--- config.mk ---
export PLATFORM = sky130hd
export DESIGN_NAME = epi_port
export DESIGN_NICKNAME = d
export VERILOG_FILES = /design/src/epi_fifo.v /design/src/epi_bank_dec.v /design/src/epi_port.v
export VERILOG_INCLUDE_DIRS = /design/src
export SDC_FILE = /design/constraint.sdc
export NUM_CORES = 1
export LEC_CHECK = 0
export BUFFER_PORTS_ARGS = -buffer_cell sky130_fd_sc_hd__buf_2
export CORE_UTILIZATION = 47
export DETAILED_ROUTE_END_ITERATION = 8
export PLACE_DENSITY_LB_ADDON = 0.1
export SLEW_MARGIN = 20
export SYNTH_ARGS = -nofsm -noshare
export SYNTH_HDL_FRONTEND = slang
export SYNTH_HIERARCHICAL = 1
export SYNTH_SLANG_ARGS = --single-unit
--- constraint.sdc ---
create_clock -name I_CORE_CLK -period 2.04 [get_ports I_CORE_CLK]
set_input_delay 0.612 -clock I_CORE_CLK [delete_from_list [all_inputs] [get_ports I_CORE_CLK]]
set_output_delay 0.612 -clock I_CORE_CLK [all_outputs]
set_load 0.01 [all_outputs]
--- src/epi_defs.vh ---
// epi_defs.vh: constants for the external port pin interface
// assumes inclusion by bare name from the design files of this block
`ifndef EPI_DEFS_VH
`define EPI_DEFS_VH
// pin function selects, two bits per data byte lane group
`define EPI_FN_MEM        2'h0
`define EPI_FN_CAPTURE    2'h1
`define EPI_FN_FLAG       2'h2
`define EPI_FN_PWM        2'h3
// widths
`define EPI_ADDR_W        24
`define EPI_DATA_W        32
`define EPI_CAP_W         24
`define EPI_CAP_LSB       8
`define EPI_FLAG_N        4
// address bit that decodes the two bank selects
`define EPI_BANK_BIT      23
// sdram commands as {row, column, write} strobe levels
`define EPI_SD_NOP        3'h7
`define EPI_SD_ACT        3'h3
`define EPI_SD_READ       3'h5
`define EPI_SD_WRITE      3'h4
`define EPI_SD_PRE        3'h2
`define EPI_SD_REF        3'h1
`define EPI_SD_MRS        3'h0
// strobe setup time in ns and derived cycles at 40 MHz (25 ns)
`define EPI_CLK_PERIOD_NS 25
`define EPI_SETUP_NS      25
`define EPI_SETUP_CYC     ((`EPI_SETUP_NS + `EPI_CLK_PERIOD_NS - 1) / `EPI_CLK_PERIOD_NS)
// fifo shape
`define EPI_FIFO_DEPTH    4
`define EPI_FIFO_AW       2
`endif

--- src/epi_fifo.v ---
// epi_fifo.v: small flip-flop fifo with valid/ready on both sides
// assumes one clock, active-low async reset and a global clock enable
`timescale 1ns/100ps
module epi_fifo #(
  parameter WIDTH = 24,  // word width
  parameter DEPTH = 4,   // number of words
  parameter AW    = 2    // index width, log2 of depth
) (
  // clock and reset
  input  wire             i_clk,
  input  wire             i_rstn,
  input  wire             i_ce,
  // fill side
  input  wire             i_in_valid,
  output wire             o_in_ready,
  input  wire [WIDTH-1:0] i_in_data,
  // drain side
  output wire             o_out_valid,
  input  wire             i_out_ready,
  output wire [WIDTH-1:0] o_out_data
);
  reg [WIDTH-1:0] mem [0:DEPTH-1];  // storage words
  reg [AW-1:0]    wr_ptr;           // write index
  reg [AW-1:0]    rd_ptr;           // read index
  reg [AW:0]      count;            // words held
  wire            push;             // accepted write
  wire            pop;              // accepted read
  integer         k;                // reset loop index

  assign o_in_ready  = (count != DEPTH[AW:0]);
  assign o_out_valid = (count != {(AW+1){1'b0}});
  assign o_out_data  = mem[rd_ptr];
  assign push        = i_ce & i_in_valid & o_in_ready;
  assign pop         = i_ce & o_out_valid & i_out_ready;

  // pointer, count and storage update
  always @(posedge i_clk or negedge i_rstn) begin
    if (!i_rstn) begin
      wr_ptr <= {AW{1'b0}};
      rd_ptr <= {AW{1'b0}};
      count  <= {(AW+1){1'b0}};
      for (k = 0; k < DEPTH; k = k + 1) begin
        mem[k] <= {WIDTH{1'b0}};
      end
    end else begin
      if (push) begin
        mem[wr_ptr] <= i_in_data;
        wr_ptr      <= wr_ptr + 1'b1;
      end
      if (pop) begin
        rd_ptr <= rd_ptr + 1'b1;
      end
      // net change of the fill level
      if (push && !pop) begin
        count <= count + 1'b1;
      end else if (pop && !push) begin
        count <= count - 1'b1;
      end
    end
  end
endmodule // epi_fifo

--- src/epi_bank_dec.v ---
// epi_bank_dec.v: bank select decode from the access address
// assumes address and access-active arrive from the same register stage
`timescale 1ns/100ps
`include "epi_defs.vh"
module epi_bank_dec (
  // access inputs
  input  wire                    i_active,
  input  wire [`EPI_ADDR_W-1:0]  i_addr,
  // decoded selects
  output wire [1:0]              o_bank_select_n
);
  // selects follow the address combinationally, so they switch with it
  assign o_bank_select_n[0] = ~(i_active & ~i_addr[`EPI_BANK_BIT]);
  assign o_bank_select_n[1] = ~(i_active &  i_addr[`EPI_BANK_BIT]);
endmodule // epi_bank_dec

--- src/epi_port.v ---
// Function
// - drive access address on 24 address pins
// - data pins select memory, capture, flag, pwm
// - reset: memory function, flags 0-3 flag
// - capture channel samples data bits 31-8
// - low acknowledge stretches access until high
// - read strobe low for each word read
// - write strobe low for each word written
// - row/column strobes encode sdram command
// - bank select low during its access only
// - selects switch with address, even unconditioned
//
// epi_port.v: top of the external port pin interface
// assumes a core-side request port, synchronous pin inputs, one 40 MHz clock
`timescale 1ns/100ps
`include "epi_defs.vh"
module epi_port (
  // clock, reset, enable
  input  wire                    I_CORE_CLK,
  input  wire                    I_RSTN,
  input  wire                    i_CE,
  // core access request
  input  wire                    i_REQ_VALID,
  output wire                    o_REQ_READY,
  input  wire                    i_REQ_WRITE,
  input  wire                    i_REQ_COND,
  input  wire [`EPI_ADDR_W-1:0]  i_REQ_ADDR,
  input  wire [`EPI_DATA_W-1:0]  i_REQ_WDATA,
  output wire                    o_RSP_VALID,
  output wire [`EPI_DATA_W-1:0]  o_RSP_RDATA,
  // sdram command request
  input  wire                    i_SD_CMD_VALID,
  input  wire [2:0]              i_SD_CMD,
  // pin function select per 8-bit lane and capture enable
  input  wire [7:0]              i_PIN_FUNC,
  input  wire                    i_CAP_ENABLE,
  // flag and pwm sources
  input  wire [`EPI_FLAG_N-1:0]  i_FLAG_OUT,
  input  wire [`EPI_FLAG_N-1:0]  i_FLAG_OE,
  output wire [`EPI_FLAG_N-1:0]  o_FLAG_IN,
  input  wire [`EPI_DATA_W-1:0]  i_PWM,
  // parallel capture stream
  output wire                    o_CAP_VALID,
  input  wire                    i_CAP_READY,
  output wire [`EPI_CAP_W-1:0]   o_CAP_DATA,
  output wire                    o_CAP_OVERRUN,
  // memory pins
  output wire [`EPI_ADDR_W-1:0]  o_ADDR,
  input  wire [`EPI_DATA_W-1:0]  i_DATA,
  output wire [`EPI_DATA_W-1:0]  o_DATA,
  output wire [`EPI_DATA_W-1:0]  o_DATA_OE,
  output wire                    o_RD_N,
  output wire                    o_WR_N,
  input  wire                    i_ACK,
  input  wire                    i_ACK_DRIVEN,
  output wire [1:0]              o_BANK_SELECT_N,
  output wire                    o_SDRAM_ROW_STROBE_N,
  output wire                    o_SDRAM_COLUMN_STROBE_N,
  output wire                    o_SDRAM_WRITE_N
);
  // access states
  localparam ST_IDLE  = 2'h0;  // no access
  localparam ST_SETUP = 2'h1;  // address and select out, strobes high
  localparam ST_STRB  = 2'h2;  // strobe low, waiting on acknowledge
  localparam ST_DONE  = 2'h3;  // strobe released, one cycle hold
  // setup count at full width, cut to the counter on load
  localparam [31:0] SETUP_CYC = `EPI_SETUP_CYC;

  reg [1:0]              state;        // access state
  reg [1:0]              next_state;   // next access state
  reg [`EPI_ADDR_W-1:0]  addr;         // registered address
  reg [`EPI_DATA_W-1:0]  wdata;        // write data held for the access
  reg                    is_write;     // current access writes
  reg                    rd_n;         // read strobe
  reg                    wr_n;         // write strobe
  reg                    rsp_valid;    // read data valid pulse
  reg [`EPI_DATA_W-1:0]  rdata;        // captured read word
  reg [2:0]              sd_cmd;       // sdram command on the pins
  reg [7:0]              func;         // live function selects
  reg [3:0]              setup_cnt;    // setup cycles left
  reg                    cap_overrun;  // sticky lost capture word
  wire                   ack_eff;      // acknowledge after pull-up
  wire                   active;       // external access in progress
  wire                   cap_in_ready; // fifo fill-side ready
  wire                   cap_sample;   // capture word offered
  integer                i;            // data bit loop index

  // lane function of data bit b
  function [1:0] lane_fn;
    input [7:0] f;
    input integer b;
    begin
      lane_fn = (b < 8)  ? f[1:0] :
                (b < 16) ? f[3:2] :
                (b < 24) ? f[5:4] : f[7:6];
    end
  endfunction

  // undriven acknowledge reads high, like the pin's pull-up
  assign ack_eff = i_ACK | ~i_ACK_DRIVEN;

  // function selects, reset to memory function everywhere
  always @(posedge I_CORE_CLK or negedge I_RSTN) begin
    if (!I_RSTN) begin
      func <= 8'h00;
    end else if (i_CE) begin
      func <= i_PIN_FUNC;
    end
  end

  // next state of the access sequencer
  always @* begin
    next_state = state;
    case (state)
      ST_IDLE:  if (i_REQ_VALID) next_state = ST_SETUP;
      ST_SETUP: if (setup_cnt == 4'h1) next_state = ST_STRB;
      ST_STRB:  if (ack_eff) next_state = ST_DONE;
      ST_DONE:  next_state = ST_IDLE;
      default:  next_state = ST_IDLE;
    endcase
  end

  assign o_REQ_READY = (state == ST_IDLE) & i_CE;
  assign active      = (state != ST_IDLE);

  // access sequencer, strobes and data capture
  always @(posedge I_CORE_CLK or negedge I_RSTN) begin
    if (!I_RSTN) begin
      state     <= ST_IDLE;
      addr      <= {`EPI_ADDR_W{1'b0}};
      wdata     <= {`EPI_DATA_W{1'b0}};
      is_write  <= 1'b0;
      rd_n      <= 1'b1;
      wr_n      <= 1'b1;
      rsp_valid <= 1'b0;
      rdata     <= {`EPI_DATA_W{1'b0}};
      setup_cnt <= 4'h0;
    end else if (i_CE) begin
      state     <= next_state;
      rsp_valid <= 1'b0;
      case (state)
        ST_IDLE: begin
          if (i_REQ_VALID) begin
            // conditional accesses still run the full cycle
            addr      <= i_REQ_ADDR;
            wdata     <= i_REQ_WDATA;
            is_write  <= i_REQ_WRITE;
            setup_cnt <= SETUP_CYC[3:0];
          end
        end
        ST_SETUP: begin
          setup_cnt <= setup_cnt - 4'h1;
          if (setup_cnt == 4'h1) begin
            // exactly one strobe goes low per word
            rd_n <= is_write;
            wr_n <= ~is_write;
          end
        end
        ST_STRB: begin
          // hold the strobe while acknowledge is low
          if (ack_eff) begin
            rd_n <= 1'b1;
            wr_n <= 1'b1;
            if (!is_write) begin
              rdata     <= i_DATA;
              rsp_valid <= 1'b1;
            end
          end
        end
        ST_DONE: begin
          rd_n <= 1'b1;
          wr_n <= 1'b1;
        end
        default: begin
          rd_n <= 1'b1;
          wr_n <= 1'b1;
        end
      endcase
    end
  end

  // sdram command outputs, nop unless a command is issued
  always @(posedge I_CORE_CLK or negedge I_RSTN) begin
    if (!I_RSTN) begin
      sd_cmd <= `EPI_SD_NOP;
    end else if (i_CE) begin
      sd_cmd <= i_SD_CMD_VALID ? i_SD_CMD : `EPI_SD_NOP;
    end
  end

  assign o_SDRAM_ROW_STROBE_N    = sd_cmd[2];
  assign o_SDRAM_COLUMN_STROBE_N = sd_cmd[1];
  assign o_SDRAM_WRITE_N         = sd_cmd[0];

  assign o_ADDR      = addr;
  assign o_RD_N      = rd_n;
  assign o_WR_N      = wr_n;
  assign o_RSP_VALID = rsp_valid;
  assign o_RSP_RDATA = rdata;

  // bank select decode, same stage as the address
  epi_bank_dec u_bank (
    .i_active        (active),
    .i_addr          (addr),
    .o_bank_select_n (o_BANK_SELECT_N)
  );

  // data pin multiplexer: drive and enable per bit by lane function
  reg [`EPI_DATA_W-1:0] dout;  // pin output levels
  reg [`EPI_DATA_W-1:0] doe;   // pin output enables
  always @* begin
    dout = {`EPI_DATA_W{1'b0}};
    doe  = {`EPI_DATA_W{1'b0}};
    for (i = 0; i < `EPI_DATA_W; i = i + 1) begin
      case (lane_fn(func, i))
        `EPI_FN_MEM: begin
          dout[i] = wdata[i];
          doe[i]  = is_write & active;
        end
        `EPI_FN_PWM: begin
          dout[i] = i_PWM[i];
          doe[i]  = 1'b1;
        end
        default: begin
          dout[i] = 1'b0;
          doe[i]  = 1'b0;
        end
      endcase
    end
    // lowest four pins always carry the flags
    dout[`EPI_FLAG_N-1:0] = i_FLAG_OUT;
    doe[`EPI_FLAG_N-1:0]  = i_FLAG_OE;
  end

  // registered pin drive
  reg [`EPI_DATA_W-1:0] data_q;  // registered pin levels
  reg [`EPI_DATA_W-1:0] oe_q;    // registered enables
  always @(posedge I_CORE_CLK or negedge I_RSTN) begin
    if (!I_RSTN) begin
      data_q <= {`EPI_DATA_W{1'b0}};
      oe_q   <= {`EPI_DATA_W{1'b0}};
    end else if (i_CE) begin
      data_q <= dout;
      oe_q   <= doe;
    end
  end

  assign o_DATA    = data_q;
  assign o_DATA_OE = oe_q;
  assign o_FLAG_IN = i_DATA[`EPI_FLAG_N-1:0];

  // capture offers bits 31-8 every cycle while enabled and lanes 1-3 select it; a full fifo drops the word
  assign cap_sample = i_CAP_ENABLE &
                      (func[7:2] == {`EPI_FN_CAPTURE, `EPI_FN_CAPTURE, `EPI_FN_CAPTURE});

  // sticky overrun when a word is offered to a full fifo
  always @(posedge I_CORE_CLK or negedge I_RSTN) begin
    if (!I_RSTN) begin
      cap_overrun <= 1'b0;
    end else if (i_CE) begin
      if (cap_sample & ~cap_in_ready) begin
        cap_overrun <= 1'b1;
      end else if (!i_CAP_ENABLE) begin
        cap_overrun <= 1'b0;
      end
    end
  end

  assign o_CAP_OVERRUN = cap_overrun;

  // capture fifo
  epi_fifo #(
    .WIDTH (`EPI_CAP_W),
    .DEPTH (`EPI_FIFO_DEPTH),
    .AW    (`EPI_FIFO_AW)
  ) u_cap_fifo (
    .i_clk       (I_CORE_CLK),
    .i_rstn      (I_RSTN),
    .i_ce        (i_CE),
    .i_in_valid  (cap_sample),
    .o_in_ready  (cap_in_ready),
    .i_in_data   (i_DATA[`EPI_DATA_W-1:`EPI_CAP_LSB]),
    .o_out_valid (o_CAP_VALID),
    .i_out_ready (i_CAP_READY),
    .o_out_data  (o_CAP_DATA)
  );
endmodule // epi_port

==> flow_results.xml, run 1 <==
<?xml version="1.0" encoding="UTF-8"?>
<metrics>
  <group name="status">
    <metric name="status" unit="">finished, violations left</metric>
    <metric name="failed_checks" unit="">negative setup slack</metric>
  </group>
  <group name="final_layout">
    <metric name="final_net_count" unit="">1249</metric>
    <metric name="fill_cells" unit="">1683</metric>
    <metric name="final_cell_area" unit="sq um">14970</metric>
    <metric name="drive_gt1_share" unit="%">61.68</metric>
    <metric name="layout-area-overhead-vs-synth" unit="%">36.67</metric>
  </group>
  <group name="cts">
    <metric name="cts_max_path_buffers" unit="">3</metric>
    <metric name="clkSlewWorstSetupHoldPaths" unit="ns">0.06</metric>
    <metric name="cts.sink_count" unit="">249</metric>
    <metric name="clock_insertion_delay_worst_skew" unit="ns">0.53</metric>
    <metric name="cts_made_buffers" unit="">27</metric>
    <metric name="cts_root_buf" unit="">sky130_fd_sc_hd__clkbuf_16</metric>
    <metric name="cts_max_level" unit="">1</metric>
    <metric name="cts_tree" unit="">yes</metric>
  </group>
  <group name="critical_path">
    <metric name="critical_path_arrival" unit="ns">1.88</metric>
    <metric name="crit_chain" unit="">buf_12 &gt; mux4_2 &gt; buf_6</metric>
    <metric name="crit_path_max_incr_delay" unit="ns">0.57</metric>
    <metric name="crit_path_end_kind" unit="">output pin</metric>
    <metric name="cp_slowest_cell" unit="">sky130_fd_sc_hd__mux4_2</metric>
    <metric name="critPathBufInv" unit="">2</metric>
    <metric name="worstSetupStartpointType" unit="">flip-flop</metric>
    <metric name="critical_path_required" unit="ns">1.43</metric>
    <metric name="critPathMaxFanout" unit="">10</metric>
    <metric name="path_delay_family" unit="">multiplexers</metric>
    <metric name="setup.worst_path.class" unit="">flip-flop to output pin</metric>
  </group>
  <group name="sta">
    <metric name="number_of_pins_with_negative_max_slew_slack_in_the_final_report" unit="">0</metric>
    <metric name="finalSetupTns" unit="ns">-21.02</metric>
    <metric name="finalCritPeriodShare" unit="%">122.0</metric>
    <metric name="period_needed" unit="ns">2.489</metric>
    <metric name="maxSlewHeadroom" unit="%">65.84</metric>
    <metric name="postLayoutSetupSlackWorst" unit="ns">-0.4493</metric>
    <metric name="tightestPinTransition" unit="ns">0.5114</metric>
    <metric name="grt_setup_unrepaired" unit="">yes</metric>
    <metric name="final-setup-viol-count" unit="">126</metric>
    <metric name="achievable-frequency" unit="MHz">401.7</metric>
    <metric name="hold_viol" unit="">0</metric>
    <metric name="post_route_skew" unit="ns">0.01529</metric>
  </group>
  <group name="global_route">
    <metric name="grt_util_all_layers" unit="%">21.23</metric>
    <metric name="grt_max_degree" unit="">57</metric>
    <metric name="grt-ovfl-total" unit="">0</metric>
    <metric name="antenna_found_initial" unit="">2</metric>
    <metric name="number_of_global_route_vias_before_repair" unit="">7523</metric>
    <metric name="first_pass_grt_wire_length" unit="um">40000</metric>
  </group>
  <group name="floorplan">
    <metric name="die-width" unit="um">154.6</metric>
    <metric name="io_pins" unit="">309</metric>
    <metric name="initial_core_util" unit="%">48.07</metric>
    <metric name="core" unit="sq um">22780</metric>
    <metric name="rows" unit="">55</metric>
    <metric name="die_height" unit="um">154.6</metric>
    <metric name="floorplan.die_area" unit="sq um">23910</metric>
  </group>
  <group name="power_and_ir_drop">
    <metric name="vdd_drop_max" unit="mV">0.6951</metric>
    <metric name="p_leak" unit="nW">7.313</metric>
    <metric name="power-per-cell-area" unit="nW/um^2">1130</metric>
  </group>
  <group name="detailed_routing">
    <metric name="via_total_after_detailed_routing" unit="">7319</metric>
    <metric name="first_iter_violations" unit="">240</metric>
    <metric name="route.antenna.remaining_nets" unit="">0</metric>
    <metric name="routed_wire_length_per_instance" unit="um">19.18</metric>
    <metric name="wl" unit="um">27040</metric>
    <metric name="drt_first_pass_iters" unit="">6</metric>
    <metric name="route.detailed.drc" unit="">0</metric>
    <metric name="routed_via_density" unit="">5.191</metric>
  </group>
  <group name="synthesis">
    <metric name="synth.avg_cell_area" unit="sq um">14.90</metric>
    <metric name="synth-edff-count" unit="">0</metric>
    <metric name="flip_flop_and_latch_count_after_synthesis" unit="">249</metric>
    <metric name="mappedNetlistNets" unit="">908</metric>
    <metric name="yosys_synthesis_warning_count" unit="">6</metric>
    <metric name="yosysUniqueCellTypes" unit="">50</metric>
    <metric name="synthCells" unit="">735</metric>
    <metric name="proportion_of_synthesized_flip_flops_having_asynchronous_set_or_reset" unit="%">100.0</metric>
    <metric name="synth.cell_area" unit="sq um">10950</metric>
    <metric name="ys.flop_type" unit="">sky130_fd_sc_hd__dfrtp_1</metric>
    <metric name="synth_sequential_area_ratio" unit="%">56.96</metric>
  </group>
  <group name="placement">
    <metric name="placedInstanceArea" unit="sq um">12860</metric>
    <metric name="port_buffers" unit="">299</metric>
    <metric name="place.gp.congestion" unit="">0.7836</metric>
    <metric name="place_ws" unit="ns">-0.09357</metric>
    <metric name="place.detailed.hpwl" unit="um">16460</metric>
  </group>
  <group name="worst_hold_path">
    <metric name="holdCritPathClass" unit="">primary input to flip-flop</metric>
  </group>
  <group name="job">
    <metric name="cap_violations" unit="">0</metric>
  </group>
</metrics>
## kinds of logic after synthesis
kind of cell | Yosys count | synth area share (%)
AO/OA/AOI/OAI | 93 | 6.684
adder cells (fa/ha/maj) | 23 | 2.696
buffers and inverters | 93 | 5.130
multiplexers | 221 | 25.17
AND/OR/NAND/NOR | 50 | 2.879
flip-flops | 249 | 56.96
XOR/XNOR | 6 | 0.4799
## per-layer routing
layer / vias to the layer above / wire, um / GRT usage, % / share of wire (%)
met5: - / 11 / 0 / 0.041
met4: 2 / 374 / 5.893 / 1.4
met3: 26 / 1801 / 4.931 / 6.7
met2: 245 / 14000 / 37.02 / 52
met1: 3729 / 10850 / 26.41 / 40
li1: 3317 / - / - / -
## sequential cells by signal, summed over array words and instances (netlist names)
register           cells
is_write               1
u_cap_fifo/mem        96
o_RD_N                 1
setup_cnt              4
o_DATA_OE              8
o_RSP_RDATA           32
func                   8
state                  2
o_DATA                32
o_CAP_OVERRUN          1
o_RSP_VALID            1
o_WR_N                 1
u_cap_fifo/rd_ptr      2
u_cap_fifo/count       3
o_ADDR                24
wdata                 28
sd_cmd                 3
u_cap_fifo/wr_ptr      2
## cell usage after synthesis (all sizes together) (5+ instances only)
cell type	instances	area, sq um
buf	50	394.1
o2bb2ai	32	280.3
a22oi	28	210.2
o21ai	15	75.07
inv	23	91.34
nand2	16	62.56
dfrtp	244	6106
mux4	24	540.5
dfstp	5	131.4
clkbuf	20	76.32
nor3b	6	76.33
mux2	195	2196
ha	22	275.3
a21oi	6	30.03
nor2	6	22.52
nand2b	7	43.79
## cell usage in the layout, fill, tap and decap left out, drive strengths merged, types with 2 or more instances in the layout
master / instances
clkinv: 3
or3: 2
dfstp: 5
inv: 23
xor2: 2
nor2: 6
clkbuf: 51
nand4b: 2
a21oi: 6
xnor2: 4
nor3b: 6
o21ai: 15
a221o: 2
ha: 22
nor2b: 2
a2111oi: 2
o2bb2ai: 32
dfrtp: 244
nand2: 16
a22oi: 28
mux2i: 2
mux2: 195
nand2b: 7
mux4: 24
bufinv: 2
a31oi: 2
nand3b: 2
buf: 373
## through the flow
| step | instances | power (W) | hold slack (ns) | util, % |
|---|---|---|---|---|
| floorplan | 735 | 0.009804 | 0.3164 | - |
| global placement | 1313 | 0.01151 | 0.4602 | 56.46 |
| finish | 1410 | 0.01690 | 0.2616 | 65.70 |
| CTS | 1385 | 0.01683 | 0.2298 | 63.09 |
| detailed placement | 1313 | 0.01161 | 0.4676 | 56.46 |
| global route | 1409 | 0.01785 | 0.2543 | 65.69 |
## power breakdown
part           internal (W)  switching [W]  total [W]
registers           0.00617       0.000707    0.00688
clock network       0.00298        0.00191    0.00489
logic               0.00279        0.00235    0.00513
total                0.0119        0.00497     0.0169
## area by class of cell
cell class              count  area (sq um)  area share [%]
clock buffers              43         815.8           5.451
diodes                      1         2.502         0.01672
multi-input cells         393          4632           30.95
clock inverters             6         83.83          0.5602
inverters                  23         95.09          0.6354
flip-flops and latches    249          6238           41.69
repair buffers            382          2706           18.08
well taps                 313         391.6           2.617
## what timing repair did
item / in CTS / in global routing
setup endpoints to repair: 56 / 158
resized for setup: 91 / 69
pin swaps: 7 / 7
buffers inserted: 18 / 13
hold buffers: 1 / 0
gates cloned: 4 / 12
endpoints found under the hold margin: 33 / 0
## final timing paths
kind	startpoint	to	slack, ns	cells past startpoint
setup reg to reg	func[3]	u_cap_fifo/mem[13]	-0.28	11
min in group asynchronous	I_RSTN	u_cap_fifo/mem[44]	0.58	2
hold / removal	i_SD_CMD_VALID	sd_cmd[0]	0.26	2
max in group asynchronous	I_RSTN	sd_cmd[1]	0.79	3
setup / recovery	u_cap_fifo/rd_ptr[0]	o_CAP_DATA[14]	-0.45	3
hold reg to reg	o_DATA[24]	o_DATA[24]	0.48	1
Power figures use the tool's default switching activity.
==> run 2: changes to the inputs <==
--- a/config.mk
+++ b/config.mk
@@ -7,11 +7,11 @@
 export NUM_CORES = 1
 export LEC_CHECK = 0
 export BUFFER_PORTS_ARGS = -buffer_cell sky130_fd_sc_hd__buf_2
+export CORE_MARGIN = 10
 export CORE_UTILIZATION = 47
 export DETAILED_ROUTE_END_ITERATION = 8
 export PLACE_DENSITY_LB_ADDON = 0.1
 export SLEW_MARGIN = 20
 export SYNTH_ARGS = -nofsm -noshare
 export SYNTH_HDL_FRONTEND = slang
-export SYNTH_HIERARCHICAL = 1
 export SYNTH_SLANG_ARGS = --single-unit
==> flow_results.xml, run 2 <==
<?xml version="1.0" encoding="UTF-8"?>
<metrics>
  <group name="synthesis">
    <metric name="synth_sequential_area_ratio" unit="%">57.35</metric>
    <metric name="ys.flop_type" unit="">sky130_fd_sc_hd__dfrtp_1</metric>
    <metric name="flip_flop_and_latch_count_after_synthesis" unit="">249</metric>
    <metric name="synth_area_leaders" unit="">sky130_fd_sc_hd__dfrtp_1, sky130_fd_sc_hd__mux2_2, sky130_fd_sc_hd__mux4_2</metric>
    <metric name="synth.avg_cell_area" unit="sq um">14.96</metric>
    <metric name="post-synth-top-count-cell" unit="">sky130_fd_sc_hd__dfrtp_1</metric>
    <metric name="proportion_of_synthesized_flip_flops_having_asynchronous_set_or_reset" unit="%">100.0</metric>
    <metric name="yosysUniqueCellTypes" unit="">46</metric>
    <metric name="synth_top_cell_by_area" unit="">sky130_fd_sc_hd__dfrtp_1</metric>
    <metric name="synthCells" unit="">727</metric>
    <metric name="synth.top_cell.area_share" unit="%">56.14</metric>
    <metric name="synth-edff-count" unit="">0</metric>
    <metric name="yosys_synthesis_warning_count" unit="">0</metric>
    <metric name="yosys-top-cells-count" unit="">sky130_fd_sc_hd__dfrtp_1, sky130_fd_sc_hd__mux2_2, sky130_fd_sc_hd__o2bb2ai_1</metric>
    <metric name="synth.cell_area" unit="sq um">10880</metric>
    <metric name="mappedNetlistNets" unit="">900</metric>
  </group>
  <group name="worst_hold_path">
    <metric name="worstHoldPathCells" unit="">2</metric>
    <metric name="holdCritPathClass" unit="">primary input to flip-flop</metric>
  </group>
  <group name="sta">
    <metric name="maxSlewHeadroom" unit="%">69.45</metric>
    <metric name="finalCritPeriodShare" unit="%">121.4</metric>
    <metric name="tightestPinTransition" unit="ns">0.4573</metric>
    <metric name="period_needed" unit="ns">2.477</metric>
    <metric name="post_route_skew" unit="ns">0.01051</metric>
    <metric name="grt_setup_unrepaired" unit="">yes</metric>
    <metric name="final-setup-viol-count" unit="">28</metric>
    <metric name="postLayoutSetupSlackWorst" unit="ns">-0.4372</metric>
    <metric name="number_of_pins_with_negative_max_slew_slack_in_the_final_report" unit="">0</metric>
    <metric name="hold_viol" unit="">0</metric>
    <metric name="finalSetupTns" unit="ns">-9.706</metric>
    <metric name="achievable-frequency" unit="MHz">403.7</metric>
  </group>
  <group name="job">
    <metric name="cap_violations" unit="">0</metric>
  </group>
  <group name="placement">
    <metric name="place.detailed.hpwl" unit="um">19470</metric>
    <metric name="place_ws" unit="ns">-0.1146</metric>
    <metric name="place.gp.congestion" unit="">0.7753</metric>
    <metric name="port_buffers" unit="">299</metric>
  </group>
  <group name="power_and_ir_drop">
    <metric name="p_leak" unit="nW">7.081</metric>
    <metric name="vdd_drop_max" unit="mV">0.9803</metric>
    <metric name="power-per-cell-area" unit="nW/um^2">1200</metric>
  </group>
  <group name="floorplan">
    <metric name="die-width" unit="um">172.1</metric>
    <metric name="rows" unit="">55</metric>
    <metric name="io_pins" unit="">309</metric>
    <metric name="initial_core_util" unit="%">47.89</metric>
    <metric name="die_height" unit="um">172.1</metric>
    <metric name="floorplan.die_area" unit="sq um">29620</metric>
    <metric name="core" unit="sq um">22710</metric>
  </group>
  <group name="detailed_routing">
    <metric name="route.antenna.remaining_nets" unit="">0</metric>
    <metric name="via_total_after_detailed_routing" unit="">7082</metric>
    <metric name="routed_wire_length_per_instance" unit="um">20.10</metric>
    <metric name="drt_first_pass_iters" unit="">4</metric>
    <metric name="routed_via_density" unit="">5.250</metric>
    <metric name="wl" unit="um">27110</metric>
    <metric name="route.detailed.drc" unit="">0</metric>
    <metric name="first_iter_violations" unit="">270</metric>
  </group>
  <group name="critical_path">
    <metric name="critical_path_required" unit="ns">1.43</metric>
    <metric name="worstReg2RegEnd" unit="">u_cap_fifo.count[1]</metric>
    <metric name="crit_path_max_incr_delay" unit="ns">0.51</metric>
    <metric name="worstSetupStartpointType" unit="">flip-flop</metric>
    <metric name="critical_path.startpoint" unit="">u_cap_fifo.rd_ptr[0]</metric>
    <metric name="crit_chain" unit="">buf_12 &gt; buf_16 &gt; mux4_2 &gt; buf_6</metric>
    <metric name="cp_slowest_cell" unit="">sky130_fd_sc_hd__mux4_2</metric>
    <metric name="worstRegToRegCells" unit="">8</metric>
    <metric name="critPathBufInv" unit="">3</metric>
    <metric name="r2r-start" unit="">u_cap_fifo.count[0]</metric>
    <metric name="endpoint_of_the_worst_setup_timing_path" unit="">o_CAP_DATA[15]</metric>
    <metric name="critical_path_arrival" unit="ns">1.87</metric>
    <metric name="path_delay_family" unit="">multiplexers</metric>
    <metric name="critPathMaxFanout" unit="">6</metric>
    <metric name="timing.critical_path.depth" unit="">4</metric>
    <metric name="reg2reg_setup_slack" unit="ns">0.01</metric>
    <metric name="crit_path_end_kind" unit="">output pin</metric>
    <metric name="setup.worst_path.class" unit="">flip-flop to output pin</metric>
  </group>
  <group name="final_layout">
    <metric name="mostFrequentLayoutCell" unit="">sky130_fd_sc_hd__buf_2</metric>
    <metric name="layout-area-overhead-vs-synth" unit="%">29.83</metric>
    <metric name="fill_cells" unit="">1798</metric>
    <metric name="drive_gt1_share" unit="%">60.32</metric>
    <metric name="layout.core_utilization" unit="%">62.18</metric>
    <metric name="final_net_count" unit="">1214</metric>
    <metric name="largest_register_ffs" unit="">96</metric>
    <metric name="top_register" unit="">u_cap_fifo.mem</metric>
    <metric name="most-common-layout-cells" unit="">sky130_fd_sc_hd__buf_2, sky130_fd_sc_hd__dfrtp_1, sky130_fd_sc_hd__mux2_2</metric>
  </group>
  <group name="global_route">
    <metric name="global_route.usage.met1" unit="%">21.84</metric>
    <metric name="met2_usage" unit="%">30.46</metric>
    <metric name="grt_max_degree" unit="">58</metric>
    <metric name="first_pass_grt_wire_length" unit="um">42720</metric>
    <metric name="top_usage_layer" unit="">met2</metric>
    <metric name="number_of_global_route_vias_before_repair" unit="">7749</metric>
    <metric name="grt-ovfl-total" unit="">0</metric>
    <metric name="grt_util_all_layers" unit="%">18.08</metric>
    <metric name="antenna_found_initial" unit="">7</metric>
    <metric name="global_routing_met3_resource_utilization" unit="%">6.521</metric>
  </group>
  <group name="cts">
    <metric name="cts_tree" unit="">yes</metric>
    <metric name="cts_max_path_buffers" unit="">3</metric>
    <metric name="clock_insertion_delay_worst_skew" unit="ns">0.53</metric>
    <metric name="clkSlewWorstSetupHoldPaths" unit="ns">0.06</metric>
    <metric name="cts_max_level" unit="">1</metric>
    <metric name="cts_made_buffers" unit="">29</metric>
    <metric name="cts.sink_count" unit="">249</metric>
    <metric name="cts_root_buf" unit="">sky130_fd_sc_hd__clkbuf_16</metric>
  </group>
  <group name="status">
    <metric name="status" unit="">finished, violations left</metric>
    <metric name="failed_checks" unit="">negative setup slack</metric>
  </group>
</metrics>
run 2: cell count changes in the layout (fill, tap and decap cells not counted), sizes merged, moves of 3 or more:
cell	previous run	this run
buf	373	353
nor3b	6	0
inv	23	19
nand4	1	5
clkbuf	51	48
o21ai	15	11
run 2: repair_timing:
action / CTS / global route
hold buffers: 1 / 0
setup endpoints to repair: 29 / 30
hold endpoints to repair: 23 / 0
resized for setup: 35 / 12
gates cloned: 2 / 0
setup buffers: 7 / 6
pin swaps: 4 / 6
run 2: layout make-up:
cell class	instances	area, sq um	area share [%]
Tap cell	285	356.6	2.525
Antenna cell	3	7.507	0.05317
Clock inverter	3	43.79	0.3101
Timing Repair Buffer	354	2322	16.45
Multi-Input combinational cell	388	4203	29.77
Clock buffer	48	877.1	6.212
Sequential cell	249	6238	44.18
Inverter	19	71.32	0.5051
run 2: worst register-to-register path, delay by kind of cell (launching register included):
kind                     cells  cell delay, ns
adder cells (fa/ha/maj)      2            0.56
buffers and inverters        3            0.24
flip-flops                   1            0.37
multiplexers                 1            0.26
AND/OR/NAND/NOR              2            0.50
run 2: worst min-delay path by stage:
stage,startpoint,to,slack [ns]
floorplan,I_RSTN,func[0],0.32
global placement,o_RSP_VALID,o_RSP_VALID,0.46
detailed placement,o_RSP_VALID,o_RSP_VALID,0.47
CTS,i_SD_CMD_VALID,sd_cmd[1],0.24
global route,i_SD_CMD_VALID,sd_cmd[1],0.26
finish,i_SD_CMD_VALID,sd_cmd[1],0.26
run 2: power by group:
group          switching (W)  internal, W  leakage (nW)
Combinational        0.00235      0.00280          3.41
Clock                0.00192      0.00302         0.450
Sequential          0.000693      0.00616          3.22
run 2: cells by family (layout without fill, tap and decap cells):
logic type / count (synthesis) / in the layout / synth area share, %
DFF: 249 / 249 / 57.35
buffers and inverters: 90 / 424 / 4.821
other: 0 / 3 / 0
and+or+nand+nor: 51 / 51 / 3.221
adders and majority gates: 23 / 23 / 2.715
AOI/OAI and AO/OA: 89 / 89 / 6.213
xor gates and xnor gates: 6 / 6 / 0.4832
muxes: 219 / 219 / 25.20
run 2: per-layer routing:
layer / vias up / wire, um
li1: 3255 / -
met1: 3563 / 10800
met2: 215 / 13430
met3: 41 / 2390
met4: 8 / 443
met5: - / 52
run 2: per-stage QoR:
stage,total power [W],hold WS (ns),cell area [sq um],instances
finish,0.01695,0.2599,14120,1349
detailed placement,0.01166,0.4677,12820,1281
CTS,0.01715,0.2373,14040,1341
global placement,0.01156,0.4612,12820,1281
global route,0.01793,0.2559,14120,1348
floorplan,0.009700,0.3164,10930,727
